### config.mk
export PLATFORM = sky130hd
export DESIGN_NAME = keypad_ops_bank
export DESIGN_NICKNAME = d
export VERILOG_FILES = /design/src/logic/keypad_ops_pkg.sv /design/src/logic/keypad_ops_bank.sv
export VERILOG_INCLUDE_DIRS = /design/src /design/src/logic
export SDC_FILE = /design/constraint.sdc
export NUM_CORES = 1
export LEC_CHECK = 0
export ABC_CLOCK_PERIOD_IN_PS = 2750
export BUFFER_PORTS_ARGS = -buffer_cell sky130_fd_sc_hd__buf_2
export CAP_MARGIN = 15
export CORE_MARGIN = 4
export CORE_UTILIZATION = 50
export DETAILED_ROUTE_END_ITERATION = 8
export HOLD_SLACK_MARGIN = 0.1
export PLACE_DENSITY = 0.71
export RECOVER_POWER = 50
export SKIP_LAST_GASP = 1
export SYNTH_ARGS = -nofsm -noshare
export SYNTH_HDL_FRONTEND = slang
export SYNTH_SLANG_ARGS = --single-unit
export TNS_END_PERCENT = 100
### constraint.sdc
create_clock -name clk_i -period 2.75 [get_ports clk_i]
set_input_delay 0.55 -clock clk_i [delete_from_list [all_inputs] [get_ports clk_i]]
set_output_delay 0.55 -clock clk_i [all_outputs]
set_load 0.02 [all_outputs]
### src/logic/keypad_ops_cfg.svh
// keypad operation settings bank: offsets, reset values, codes, timing
// assumes inclusion by the package, the bank module and the checker
`ifndef KEYPAD_OPS_CFG_SVH
`define KEYPAD_OPS_CFG_SVH
// register indices; byte address is four times the index
`define KO_IDX_USER_DEFAULT_CONTROL 14'h0507
`define KO_IDX_MODEL_CODE_SELECT    14'h0508
`define KO_IDX_SPARE_SLOT           14'h050d
`define KO_IDX_POWER_UP_DIRECTION   14'h0527
`define KO_IDX_UNDERVOLT_PERMIT     14'h061f
`define KO_IDX_AUX_SUPPLY_DETECT    14'h11f8
`define KO_IDX_FREQ_ENTRY_MODE      14'h1200
`define KO_IDX_PANEL_DETACH_DETECT  14'h1201
`define KO_IDX_STATUS               14'h1202
`define KO_IDX_FREQ_EDIT            14'h1203
`define KO_IDX_INIT_SELECTOR        14'h1204
`define KO_IDX_FREQ_REF             14'h1205
`define KO_IDX_HELD_REF             14'h1206
// reset values
`define KO_RST_USER_DEFAULT_CONTROL 16'h0000
`define KO_RST_POWER_UP_DIRECTION   16'h0000
`define KO_RST_UNDERVOLT_PERMIT     16'h0000
`define KO_RST_AUX_SUPPLY_DETECT    16'h0000
`define KO_RST_FREQ_ENTRY_MODE      16'h0000
`define KO_RST_PANEL_DETACH_DETECT  16'h0000
`define KO_SPARE_READ_VALUE         16'h0000
// codes
`define KO_UDC_SAVE                 16'h0001
`define KO_UDC_CLEAR                16'h0002
`define KO_INIT_USER                16'd1110
`define KO_DO_FUNC_ALARM            8'd10
// status fields
`define KO_ST_STORE_VALID           0
`define KO_ST_LINK_FAULT            1
`define KO_ST_AUX_ALARM             2
`define KO_ST_UNDERVOLT             3
`define KO_ST_RUN_INHIBIT           4
`define KO_ST_INIT_REFUSED          5
`define KO_ST_DIRECTION             6
`define KO_ST_HOLD_ACTIVE           7
// timing
`define KO_CLK_HZ                   50000000
`define KO_HOLD_TIME_S              5
`endif

### src/logic/keypad_ops_pkg.sv
// keypad operation settings bank: shared types
// assumes the cfg header is on the include path
`include "keypad_ops_cfg.svh"
package keypad_ops_pkg;
  typedef logic [15:0] word16_t;
  typedef enum logic [1:0] {
    ST_IDLE,
    ST_SAVE,
    ST_CLEAR,
    ST_LOAD
  } store_state_t;
  localparam int NUM_PARAMS = 6;
  localparam int HOLD_CYCLES = `KO_HOLD_TIME_S * `KO_CLK_HZ;
endpackage : keypad_ops_pkg

### src/logic/keypad_ops_bank.sv
// keypad operation settings bank with a classic wishbone slave
// assumes a single 50 MHz clock; keypad signals are asynchronous pins
//
// Local design decision: the Wishbone register port.
`timescale 1ns/100ps
`default_nettype none
`include "keypad_ops_cfg.svh"

module keypad_ops_bank
  import keypad_ops_pkg::*;
#(
  parameter int HOLD_COUNT = HOLD_CYCLES,
  parameter logic [15:0] MODEL_CODE_DEFAULT = 16'h0042 // arbitrary value
) (
  input  wire logic        clk_i,
  input  wire logic        rst_i,
  input  wire logic        cyc_i,
  input  wire logic        stb_i,
  input  wire logic        we_i,
  input  wire logic [15:0] adr_i,
  input  wire logic [3:0]  sel_i,
  input  wire logic [31:0] dat_i,
  output logic      [31:0] dat_o,
  output logic             ack_o,
  input  wire logic        enter_key_i,
  input  wire logic        updown_key_i,
  input  wire logic        keypad_present_i,
  input  wire logic        aux_supply_ok_i,
  input  wire logic        main_supply_ok_i,
  input  wire logic        supply_low_state_i,
  input  wire logic        local_mode_i,
  input  wire logic [3:0]  primary_run_source_i,
  input  wire logic [3:0]  secondary_run_source_i,
  input  wire logic [7:0]  digital_output_function_select_i,
  input  wire logic        run_request_i,
  output logic             run_enable_o,
  output logic             coast_stop_o,
  output logic             reverse_o,
  output logic             keypad_link_fault_o,
  output logic             aux_supply_loss_alarm_o,
  output logic             minor_fault_do_o,
  output logic [15:0]      freq_ref_o,
  output logic             model_changed_o
);

  // settings as software sees them
  word16_t      user_default_control_ff;
  word16_t      model_code_select_ff;
  word16_t      power_up_direction_ff;
  word16_t      undervolt_write_permit_ff;
  word16_t      aux_supply_loss_detect_ff;
  word16_t      freq_entry_mode_ff;
  word16_t      panel_detach_detect_ff;
  word16_t      init_selector_ff;
  word16_t      freq_edit_ff;
  word16_t      held_ref_ff;
  // live view and saved copy of six settings
  // copy needs no reset: store_valid_ff guards it
  word16_t      live_ff [NUM_PARAMS];
  word16_t      store_ff [NUM_PARAMS];
  logic         store_valid_ff;
  logic         init_refused_ff;
  store_state_t state_ff;
  logic [31:0]  hold_cnt_ff;
  // pin synchronisers, three stages each
  logic [2:0]   enter_sync_ff;
  logic [2:0]   updown_sync_ff;
  logic [2:0]   present_sync_ff;
  logic [2:0]   aux_sync_ff;
  logic [2:0]   main_sync_ff;
  logic [2:0]   uv_sync_ff;
  logic [2:0]   local_sync_ff;
  // accepted levels start at each pin's idle value
  logic         enter_lvl_ff;
  logic         updown_lvl_ff;
  logic         present_lvl_ff;
  logic         aux_lvl_ff;
  logic         main_lvl_ff;
  logic         uv_lvl_ff;
  logic         local_lvl_ff;
  logic         dir_latched_ff;

  // three-stage sync; level accepted when stages two and three agree
  function automatic logic settle(input logic [2:0] s, input logic prev);
    settle = (s[1] == s[2]) ? s[2] : prev;
  endfunction : settle

  always_ff @(posedge clk_i) begin
    enter_sync_ff   <= {enter_sync_ff[1:0], enter_key_i};
    updown_sync_ff  <= {updown_sync_ff[1:0], updown_key_i};
    present_sync_ff <= {present_sync_ff[1:0], keypad_present_i};
    aux_sync_ff     <= {aux_sync_ff[1:0], aux_supply_ok_i};
    main_sync_ff    <= {main_sync_ff[1:0], main_supply_ok_i};
    uv_sync_ff      <= {uv_sync_ff[1:0], supply_low_state_i};
    local_sync_ff   <= {local_sync_ff[1:0], local_mode_i};
  end

  always_ff @(posedge clk_i) begin
    if (rst_i) begin
      enter_lvl_ff   <= 1'b0;
      updown_lvl_ff  <= 1'b0;
      present_lvl_ff <= 1'b1;
      aux_lvl_ff     <= 1'b1;
      main_lvl_ff    <= 1'b1;
      uv_lvl_ff      <= 1'b0;
      local_lvl_ff   <= 1'b0;
    end else begin
      enter_lvl_ff   <= settle(enter_sync_ff, enter_lvl_ff);
      updown_lvl_ff  <= settle(updown_sync_ff, updown_lvl_ff);
      present_lvl_ff <= settle(present_sync_ff, present_lvl_ff);
      aux_lvl_ff     <= settle(aux_sync_ff, aux_lvl_ff);
      main_lvl_ff    <= settle(main_sync_ff, main_lvl_ff);
      uv_lvl_ff      <= settle(uv_sync_ff, uv_lvl_ff);
      local_lvl_ff   <= settle(local_sync_ff, local_lvl_ff);
    end
  end

  logic       enter_rise;
  logic       updown_rise;
  logic       keypad_source;
  logic       wr_req;
  logic       rd_req;
  logic       wr_ok;
  logic [13:0] idx;
  word16_t    wdata;

  // edge only once stages agree and the level was low
  assign enter_rise  = enter_sync_ff[2] == enter_sync_ff[1] &&
                       enter_sync_ff[2] && !enter_lvl_ff;
  assign updown_rise = updown_sync_ff[2] == updown_sync_ff[1] &&
                       updown_sync_ff[2] && !updown_lvl_ff;
  // detach and direction act only with keypad as source
  assign keypad_source = primary_run_source_i == 4'h0 ||
                         secondary_run_source_i == 4'h0 ||
                         local_lvl_ff;
  assign idx   = adr_i[15:2];
  // unselected byte lanes write as zero
  assign wdata = {sel_i[1] ? dat_i[15:8] : 8'h00,
                  sel_i[0] ? dat_i[7:0] : 8'h00};
  assign wr_req = cyc_i && stb_i && we_i && !ack_o;
  assign rd_req = cyc_i && stb_i && !we_i && !ack_o;
  // undervoltage write lock applies to settings, never to status
  assign wr_ok  = wr_req && (!uv_lvl_ff || undervolt_write_permit_ff[0]);

  // registered ack; the !ack_o term stops a held request
  // from being taken twice
  always_ff @(posedge clk_i) begin
    if (rst_i) ack_o <= 1'b0;
    else ack_o <= cyc_i && stb_i && !ack_o;
  end

  // settings registers
  always_ff @(posedge clk_i) begin
    if (rst_i) begin
      power_up_direction_ff     <= `KO_RST_POWER_UP_DIRECTION;
      undervolt_write_permit_ff <= `KO_RST_UNDERVOLT_PERMIT;
      aux_supply_loss_detect_ff <= `KO_RST_AUX_SUPPLY_DETECT;
      freq_entry_mode_ff        <= `KO_RST_FREQ_ENTRY_MODE;
      panel_detach_detect_ff    <= `KO_RST_PANEL_DETACH_DETECT;
      model_code_select_ff      <= MODEL_CODE_DEFAULT;
      init_selector_ff          <= 16'h0000;
      freq_edit_ff              <= 16'h0000;
      model_changed_o           <= 1'b0;
    end else begin
      model_changed_o <= 1'b0;
      // reload runs in the ack cycle, when no write lands
      if (state_ff == ST_LOAD) begin
        power_up_direction_ff     <= store_ff[0];
        undervolt_write_permit_ff <= store_ff[1];
        aux_supply_loss_detect_ff <= store_ff[2];
        freq_entry_mode_ff        <= store_ff[3];
        panel_detach_detect_ff    <= store_ff[4];
        model_code_select_ff      <= store_ff[5];
        model_changed_o           <= 1'b1;
      end else if (wr_ok) begin
        if (idx == `KO_IDX_POWER_UP_DIRECTION) begin
          power_up_direction_ff <= wdata;
        end else if (idx == `KO_IDX_UNDERVOLT_PERMIT) begin
          undervolt_write_permit_ff <= wdata;
        end else if (idx == `KO_IDX_AUX_SUPPLY_DETECT) begin
          aux_supply_loss_detect_ff <= wdata;
        end else if (idx == `KO_IDX_FREQ_ENTRY_MODE) begin
          freq_entry_mode_ff <= wdata;
        end else if (idx == `KO_IDX_PANEL_DETACH_DETECT) begin
          panel_detach_detect_ff <= wdata;
        end else if (idx == `KO_IDX_MODEL_CODE_SELECT) begin
          model_code_select_ff <= wdata;
          // pulse tells the drive to recompute model-tied values
          model_changed_o      <= wdata != model_code_select_ff;
        end else if (idx == `KO_IDX_FREQ_EDIT) begin
          freq_edit_ff <= wdata;
        end else if (idx == `KO_IDX_INIT_SELECTOR) begin
          init_selector_ff <= wdata;
        end
      end
    end
  end

  // flat view of the live settings for the copy loop
  always_comb begin
    live_ff[0] = power_up_direction_ff;
    live_ff[1] = undervolt_write_permit_ff;
    live_ff[2] = aux_supply_loss_detect_ff;
    live_ff[3] = freq_entry_mode_ff;
    live_ff[4] = panel_detach_detect_ff;
    live_ff[5] = model_code_select_ff;
  end

  // user default store and its control sequence
  always_ff @(posedge clk_i) begin
    if (rst_i) begin
      state_ff                <= ST_IDLE;
      user_default_control_ff <= `KO_RST_USER_DEFAULT_CONTROL;
      store_valid_ff          <= 1'b0;
      init_refused_ff         <= 1'b0;
    end else begin
      case (state_ff)
        ST_IDLE: begin
          if (wr_ok && idx == `KO_IDX_USER_DEFAULT_CONTROL) begin
            user_default_control_ff <= wdata;
            if (wdata == `KO_UDC_SAVE) state_ff <= ST_SAVE;
            else if (wdata == `KO_UDC_CLEAR) state_ff <= ST_CLEAR;
          end else if (wr_ok && idx == `KO_IDX_INIT_SELECTOR &&
                       wdata == `KO_INIT_USER) begin
            if (store_valid_ff) begin
              state_ff        <= ST_LOAD;
              init_refused_ff <= 1'b0;
            end else begin
              init_refused_ff <= 1'b1;
            end
          end
        end
        // one-cycle copy while the bus is acking
        ST_SAVE: begin
          for (int i = 0; i < NUM_PARAMS; i++) begin
            store_ff[i] <= live_ff[i];
          end
          store_valid_ff          <= 1'b1;
          user_default_control_ff <= 16'h0000;
          state_ff                <= ST_IDLE;
        end
        // erase also marks the store empty
        ST_CLEAR: begin
          for (int i = 0; i < NUM_PARAMS; i++) begin
            store_ff[i] <= 16'h0000;
          end
          store_valid_ff          <= 1'b0;
          user_default_control_ff <= 16'h0000;
          state_ff                <= ST_IDLE;
        end
        ST_LOAD: state_ff <= ST_IDLE;
        default: state_ff <= ST_IDLE;
      endcase
    end
  end

  // keypad frequency reference
  always_ff @(posedge clk_i) begin
    if (rst_i) begin
      freq_ref_o  <= 16'h0000;
      held_ref_ff <= 16'h0000;
      hold_cnt_ff <= 32'h0;
    end else if (freq_entry_mode_ff[0]) begin
      freq_ref_o <= freq_edit_ff;
      // each up/down press restarts the hold window
      if (updown_rise) begin
        hold_cnt_ff <= HOLD_COUNT;
        held_ref_ff <= freq_edit_ff;
      end else if (hold_cnt_ff != 32'h0) begin
        hold_cnt_ff <= hold_cnt_ff - 32'h1;
        if (hold_cnt_ff == 32'h1) held_ref_ff <= freq_edit_ff;
      end
    end else if (enter_rise) begin
      freq_ref_o <= freq_edit_ff;
    end
  end

  logic detach_trip;
  logic aux_loss;
  // trip is combinational so run and coast react at once
  assign detach_trip = keypad_source && !present_lvl_ff &&
                       panel_detach_detect_ff[0];
  // backup loss only counts while main power is up
  assign aux_loss = aux_supply_loss_detect_ff[0] && main_lvl_ff &&
                    !aux_lvl_ff;

  // run, fault and alarm outputs
  always_ff @(posedge clk_i) begin
    if (rst_i) begin
      keypad_link_fault_o     <= 1'b0;
      aux_supply_loss_alarm_o <= 1'b0;
      minor_fault_do_o        <= 1'b0;
      run_enable_o            <= 1'b0;
      coast_stop_o            <= 1'b0;
      reverse_o               <= 1'b0;
      dir_latched_ff          <= 1'b0;
    end else begin
      // sticky fault; a trip wins over a clear
      if (detach_trip) keypad_link_fault_o <= 1'b1;
      else if (wr_req && idx == `KO_IDX_STATUS && wdata[`KO_ST_LINK_FAULT])
        keypad_link_fault_o <= 1'b0;
      aux_supply_loss_alarm_o <= aux_loss;
      // alarm is display-only, kept off alarm-function outputs
      minor_fault_do_o <= 1'b0 &&
        digital_output_function_select_i == `KO_DO_FUNC_ALARM;
      // coast also covers the trip cycle itself
      coast_stop_o <= keypad_link_fault_o || detach_trip;
      run_enable_o <= run_request_i && main_lvl_ff &&
                      !keypad_link_fault_o && !detach_trip;
      // direction taken once, at the first keypad source
      if (!dir_latched_ff && keypad_source) begin
        reverse_o      <= power_up_direction_ff[0];
        dir_latched_ff <= 1'b1;
      end
    end
  end

  // unmapped indices read as zero
  word16_t rd_val;
  always_comb begin
    rd_val = 16'h0000;
    if (idx == `KO_IDX_USER_DEFAULT_CONTROL) rd_val = user_default_control_ff;
    else if (idx == `KO_IDX_MODEL_CODE_SELECT) rd_val = model_code_select_ff;
    else if (idx == `KO_IDX_SPARE_SLOT) rd_val = `KO_SPARE_READ_VALUE;
    else if (idx == `KO_IDX_POWER_UP_DIRECTION) rd_val = power_up_direction_ff;
    else if (idx == `KO_IDX_UNDERVOLT_PERMIT) rd_val = undervolt_write_permit_ff;
    else if (idx == `KO_IDX_AUX_SUPPLY_DETECT) rd_val = aux_supply_loss_detect_ff;
    else if (idx == `KO_IDX_FREQ_ENTRY_MODE) rd_val = freq_entry_mode_ff;
    else if (idx == `KO_IDX_PANEL_DETACH_DETECT) rd_val = panel_detach_detect_ff;
    else if (idx == `KO_IDX_FREQ_EDIT) rd_val = freq_edit_ff;
    else if (idx == `KO_IDX_INIT_SELECTOR) rd_val = init_selector_ff;
    else if (idx == `KO_IDX_FREQ_REF) rd_val = freq_ref_o;
    else if (idx == `KO_IDX_HELD_REF) rd_val = held_ref_ff;
    else if (idx == `KO_IDX_STATUS) begin
      rd_val[`KO_ST_STORE_VALID]  = store_valid_ff;
      rd_val[`KO_ST_LINK_FAULT]   = keypad_link_fault_o;
      rd_val[`KO_ST_AUX_ALARM]    = aux_supply_loss_alarm_o;
      rd_val[`KO_ST_UNDERVOLT]    = uv_lvl_ff;
      rd_val[`KO_ST_RUN_INHIBIT]  = !main_lvl_ff;
      rd_val[`KO_ST_INIT_REFUSED] = init_refused_ff;
      rd_val[`KO_ST_DIRECTION]    = reverse_o;
      rd_val[`KO_ST_HOLD_ACTIVE]  = hold_cnt_ff != 32'h0;
    end
  end

  // read data holds until the next read
  always_ff @(posedge clk_i) begin
    if (rst_i) dat_o <= 32'h0;
    else if (rd_req) dat_o <= {16'h0000, rd_val};
  end

endmodule : keypad_ops_bank
`default_nettype wire

==> results.tsv <==
stage	metric	value	unit
cells_and_area	top_regs	store_ff: 96 flops, hold_cnt_ff: 32 flops	
detailed_routing	drtIter0Drc	1760	
worst_setup_path	cp_num_buf_inv	2	
timing	whs	0.114	ns
detailed_routing	firstDrtPassIters	6	
global_routing	grt_antenna_before_repair	3	
logic_synthesis	synthCells	2041	
worst_setup_path	r2r-end	store_ff[5][9]	
logic_synthesis	yosysWarnings	0	
power	vdd_drop_max	431	uV
clock_network	cts_tree	built	
floorplan	core_area	0.0328	mm2
clock_network	clock_latency	0.54	ns
worst_setup_path	crit_slowest_cell	clkbuf_2	
cells_and_area	largest_register_ffs	96	
min_path	hold_path.class	in2reg	
timing	period_share	0.942	
cells_and_area	fillers	2918	
clock_network	cts_resized	0	
worst_setup_path	worstPathRequired	2.97	ns
clock_network	cts-root-buf	clkbuf_16	
timing	fmax	386	MHz
logic_synthesis	synthSimpleGateAreaFrac	0.262	
power	leakagePower	7.30	nW
global_routing	first_global_vias	15200	
timing	setup_violations	0	
clock_network	cts-htree-levels	2	
logic_synthesis	syn_area	0.0167	mm2
place	place_hpwl	35800	um
cells_and_area	nets	2254	
cells_and_area	postLayoutCellArea	0.0197	mm2
worst_setup_path	crit_end	store_ff[5][9]	
logic_synthesis	syn_avg_cell_area	8.20	um2
logic_synthesis	synth_top_family_by_area	simple AND/OR/NAND/NOR gates	
worst_setup_path	reg2reg_depth	5	
place	finalWeightedCongestion	0.942	
status	violations	capacitance limit, slew limit	
floorplan	dieArea	0.0365	mm2
floorplan	io-pin-count	137	
floorplan	start_util	0.511	
worst_setup_path	r2r_slack	0.16	ns
global_routing	grt_start_max_net_pins	194	
clock_network	clk_pin_slew_worst_paths	0.06	ns
global_routing	gr-total-overflow	0	
flow_run	cap_violations	1	
detailed_routing	wirelength	53600	um
logic_synthesis	ys.flop_type	dfxtp_1	
floorplan	rows	66	
worst_setup_path	crit_family	buffers and inverters	
worst_setup_path	startpoint_type	flop	
cells_and_area	regMostFlops	store_ff	
global_routing	grt_pass1_wl	83700	um
clock_network	cts_buffer_depth	3	
worst_setup_path	startpoint	state_ff[0]	
timing	slew_headroom	-0.0768	
place	portBuffers	91	
logic_synthesis	synth_cell_types	79	
worst_setup_path	slowest_delay	1.22	ns
cells_and_area	layout-drive-gt1-share	0.131	
logic_synthesis	synth_fa_ha_area_frac	0.00598	
timing	fin_skew	0.0160	ns
worst_setup_path	worstPathMaxFanout	65	
logic_synthesis	synth_edf_count	16	
detailed_routing	drt_drc_violations_left	0	
detailed_routing	viasPerCell	6.06	
logic_synthesis	synth_compound_area_frac	0.184	
logic_synthesis	async_flop_share	0	
global_routing	track_usage	0.286	
cells_and_area	layout_common_cells	344 x dfxtp_1, 283 x nand2_1, 179 x a21oi_1	
floorplan	die_y	191	um
timing	min_period	2.59	ns
worst_setup_path	cp.arrival	2.81	ns
floorplan	die_w	191	um
place	dpl_cell_area	0.0185	mm2
worst_setup_path	crit_path_cell_trace	inv_1 > ha_1 > nor2b_1 > clkbuf_2 > nor2b_1	
logic_synthesis	synth.area.mux_share	0.0318	
cells_and_area	utilization	0.600	
clock_network	cts_buffers	39	
worst_setup_path	path_class	reg2reg	
detailed_routing	vias	16000	
logic_synthesis	synth-seq-area-share	0.440	
cells_and_area	synthToLayoutAreaGrowth	17.5	%
logic_synthesis	synthXorXnorAreaFrac	0.0204	
timing	rsz0062_at_grt	false	
clock_network	clock_sinks	360	
logic_synthesis	ys_seq_elements	360	
detailed_routing	antenna_left	0	
status	outcome	complete, but fails checks	
min_path	whs_path_depth	1	
cells_and_area	mostFrequentLayoutCell	dfxtp_1	
timing	hold_viol	0	
power	p_per_area	558	mW/mm2
worst_setup_path	cpMostUsedCell	nor2b_1	
worst_setup_path	crit_cells	5	
timing	slew_violations	66	
worst_setup_path	reg2reg_from	state_ff[0]	
worst_setup_path	endpoint_kind	flop	
detailed_routing	wire_per_inst	20.3	um
timing	tightestPinTransition	1.62	ns
-- how the worst min path moves through the flow --
stage                     start  slack [ns]                to
2_1_floorplan    aux_sync_ff[0]        0.31    aux_sync_ff[1]
3_3_place_gp    main_sync_ff[0]        0.31   main_sync_ff[1]
3_5_place_dp   local_sync_ff[0]        0.31  local_sync_ff[1]
4_1_cts            local_mode_i        0.10  local_sync_ff[0]
5_1_grt            local_mode_i        0.10  local_sync_ff[0]
6_report            enter_key_i        0.11  enter_sync_ff[0]
-- layer usage --
| layer | vias to the layer above | track usage | part of all wire |
|---|---|---|---|
| met5 | - | 0 | 0.00013 |
| met4 | 2 | 0.0961 | 0.034 |
| met3 | 149 | 0.0520 | 0.098 |
| met2 | 782 | 0.441 | 0.44 |
| met1 | 7584 | 0.406 | 0.42 |
| li1 | 7449 | - | - |
-- power breakdown --
group / total (W) / switching (W) / internal, W
logic: 0.000536 / 0.000364 / 0.000172
registers: 0.00530 / 0.0000227 / 0.00528
clock network: 0.00515 / 0.00217 / 0.00298
total: 0.0110 / 0.00255 / 0.00843
-- logic make-up after synthesis --
logic type               count (synthesis)
other                                    1
XOR/XNOR                                39
adder cells (fa/ha/maj)                  8
flip-flops                             360
buffers and inverters                  222
AO/OA/AOI/OAI                          473
AND/OR/NAND/NOR                        885
multiplexers                            53
-- cell type report --
| class | count | area [um2] | area share |
|---|---|---|---|
| well taps | 442 | 553 | 0.0281 |
| multi-input cells | 1475 | 8580 | 0.436 |
| repair buffers | 242 | 1740 | 0.0887 |
| flip-flops and latches | 360 | 7370 | 0.374 |
| diodes | 1 | 2.50 | 0.000127 |
| clock inverters | 17 | 163 | 0.00827 |
| clock buffers | 52 | 1090 | 0.0552 |
| inverters | 47 | 176 | 0.00897 |
-- Yosys cell counts (all sizes together), types with 9 or more instances --
cell	number	area [um2]
clkbuf	133	500
nor4b	9	85.1
nor2	172	646
a22oi	14	105
a21oi	180	901
or3	19	119
mux2i	52	521
or4	16	124
a31oi	35	219
nor2b	102	638
and2	13	81.3
nor3	140	717
buf	42	258
xnor2	32	280
nor4	28	209
nand2b	27	169
nand4	15	93.8
inv	46	173
a22o	11	96.3
nand3	22	110
a221oi	26	228
o21ai	42	210
dfxtp	344	6890
nand2	284	1070
a211oi	90	676
edfxtp	16	480
-- worst register-to-register path, stage by stage (launching register included) --
cell and delay [ns]:
dfxtp_1 0.39, inv_1 0.12, ha_1 0.19, nor2b_1 0.21
clkbuf_2 1.22, nor2b_1 0.15
-- through the flow --
stage	total power, W	instances	setup TNS, ns	setup WS (ns)
after floorplan	0.00571	2057	0	0.0220
after global placement	0.00593	2565	-19.51	-0.286
after detailed placement	0.00594	2565	-23.25	-0.314
after CTS	0.0110	2635	0	0.220
after global routing	0.0113	2635	0	0.0394
final	0.0110	2636	0	0.160
-- what timing repair did --
| item | 4_1_cts | 5_1_grt |
|---|---|---|
| hold endpoints to repair | 1 | 0 |
| hold buffers | 1 | 0 |
| buffers inserted | 0 | 0 |
Power figures use the tool's default switching activity.
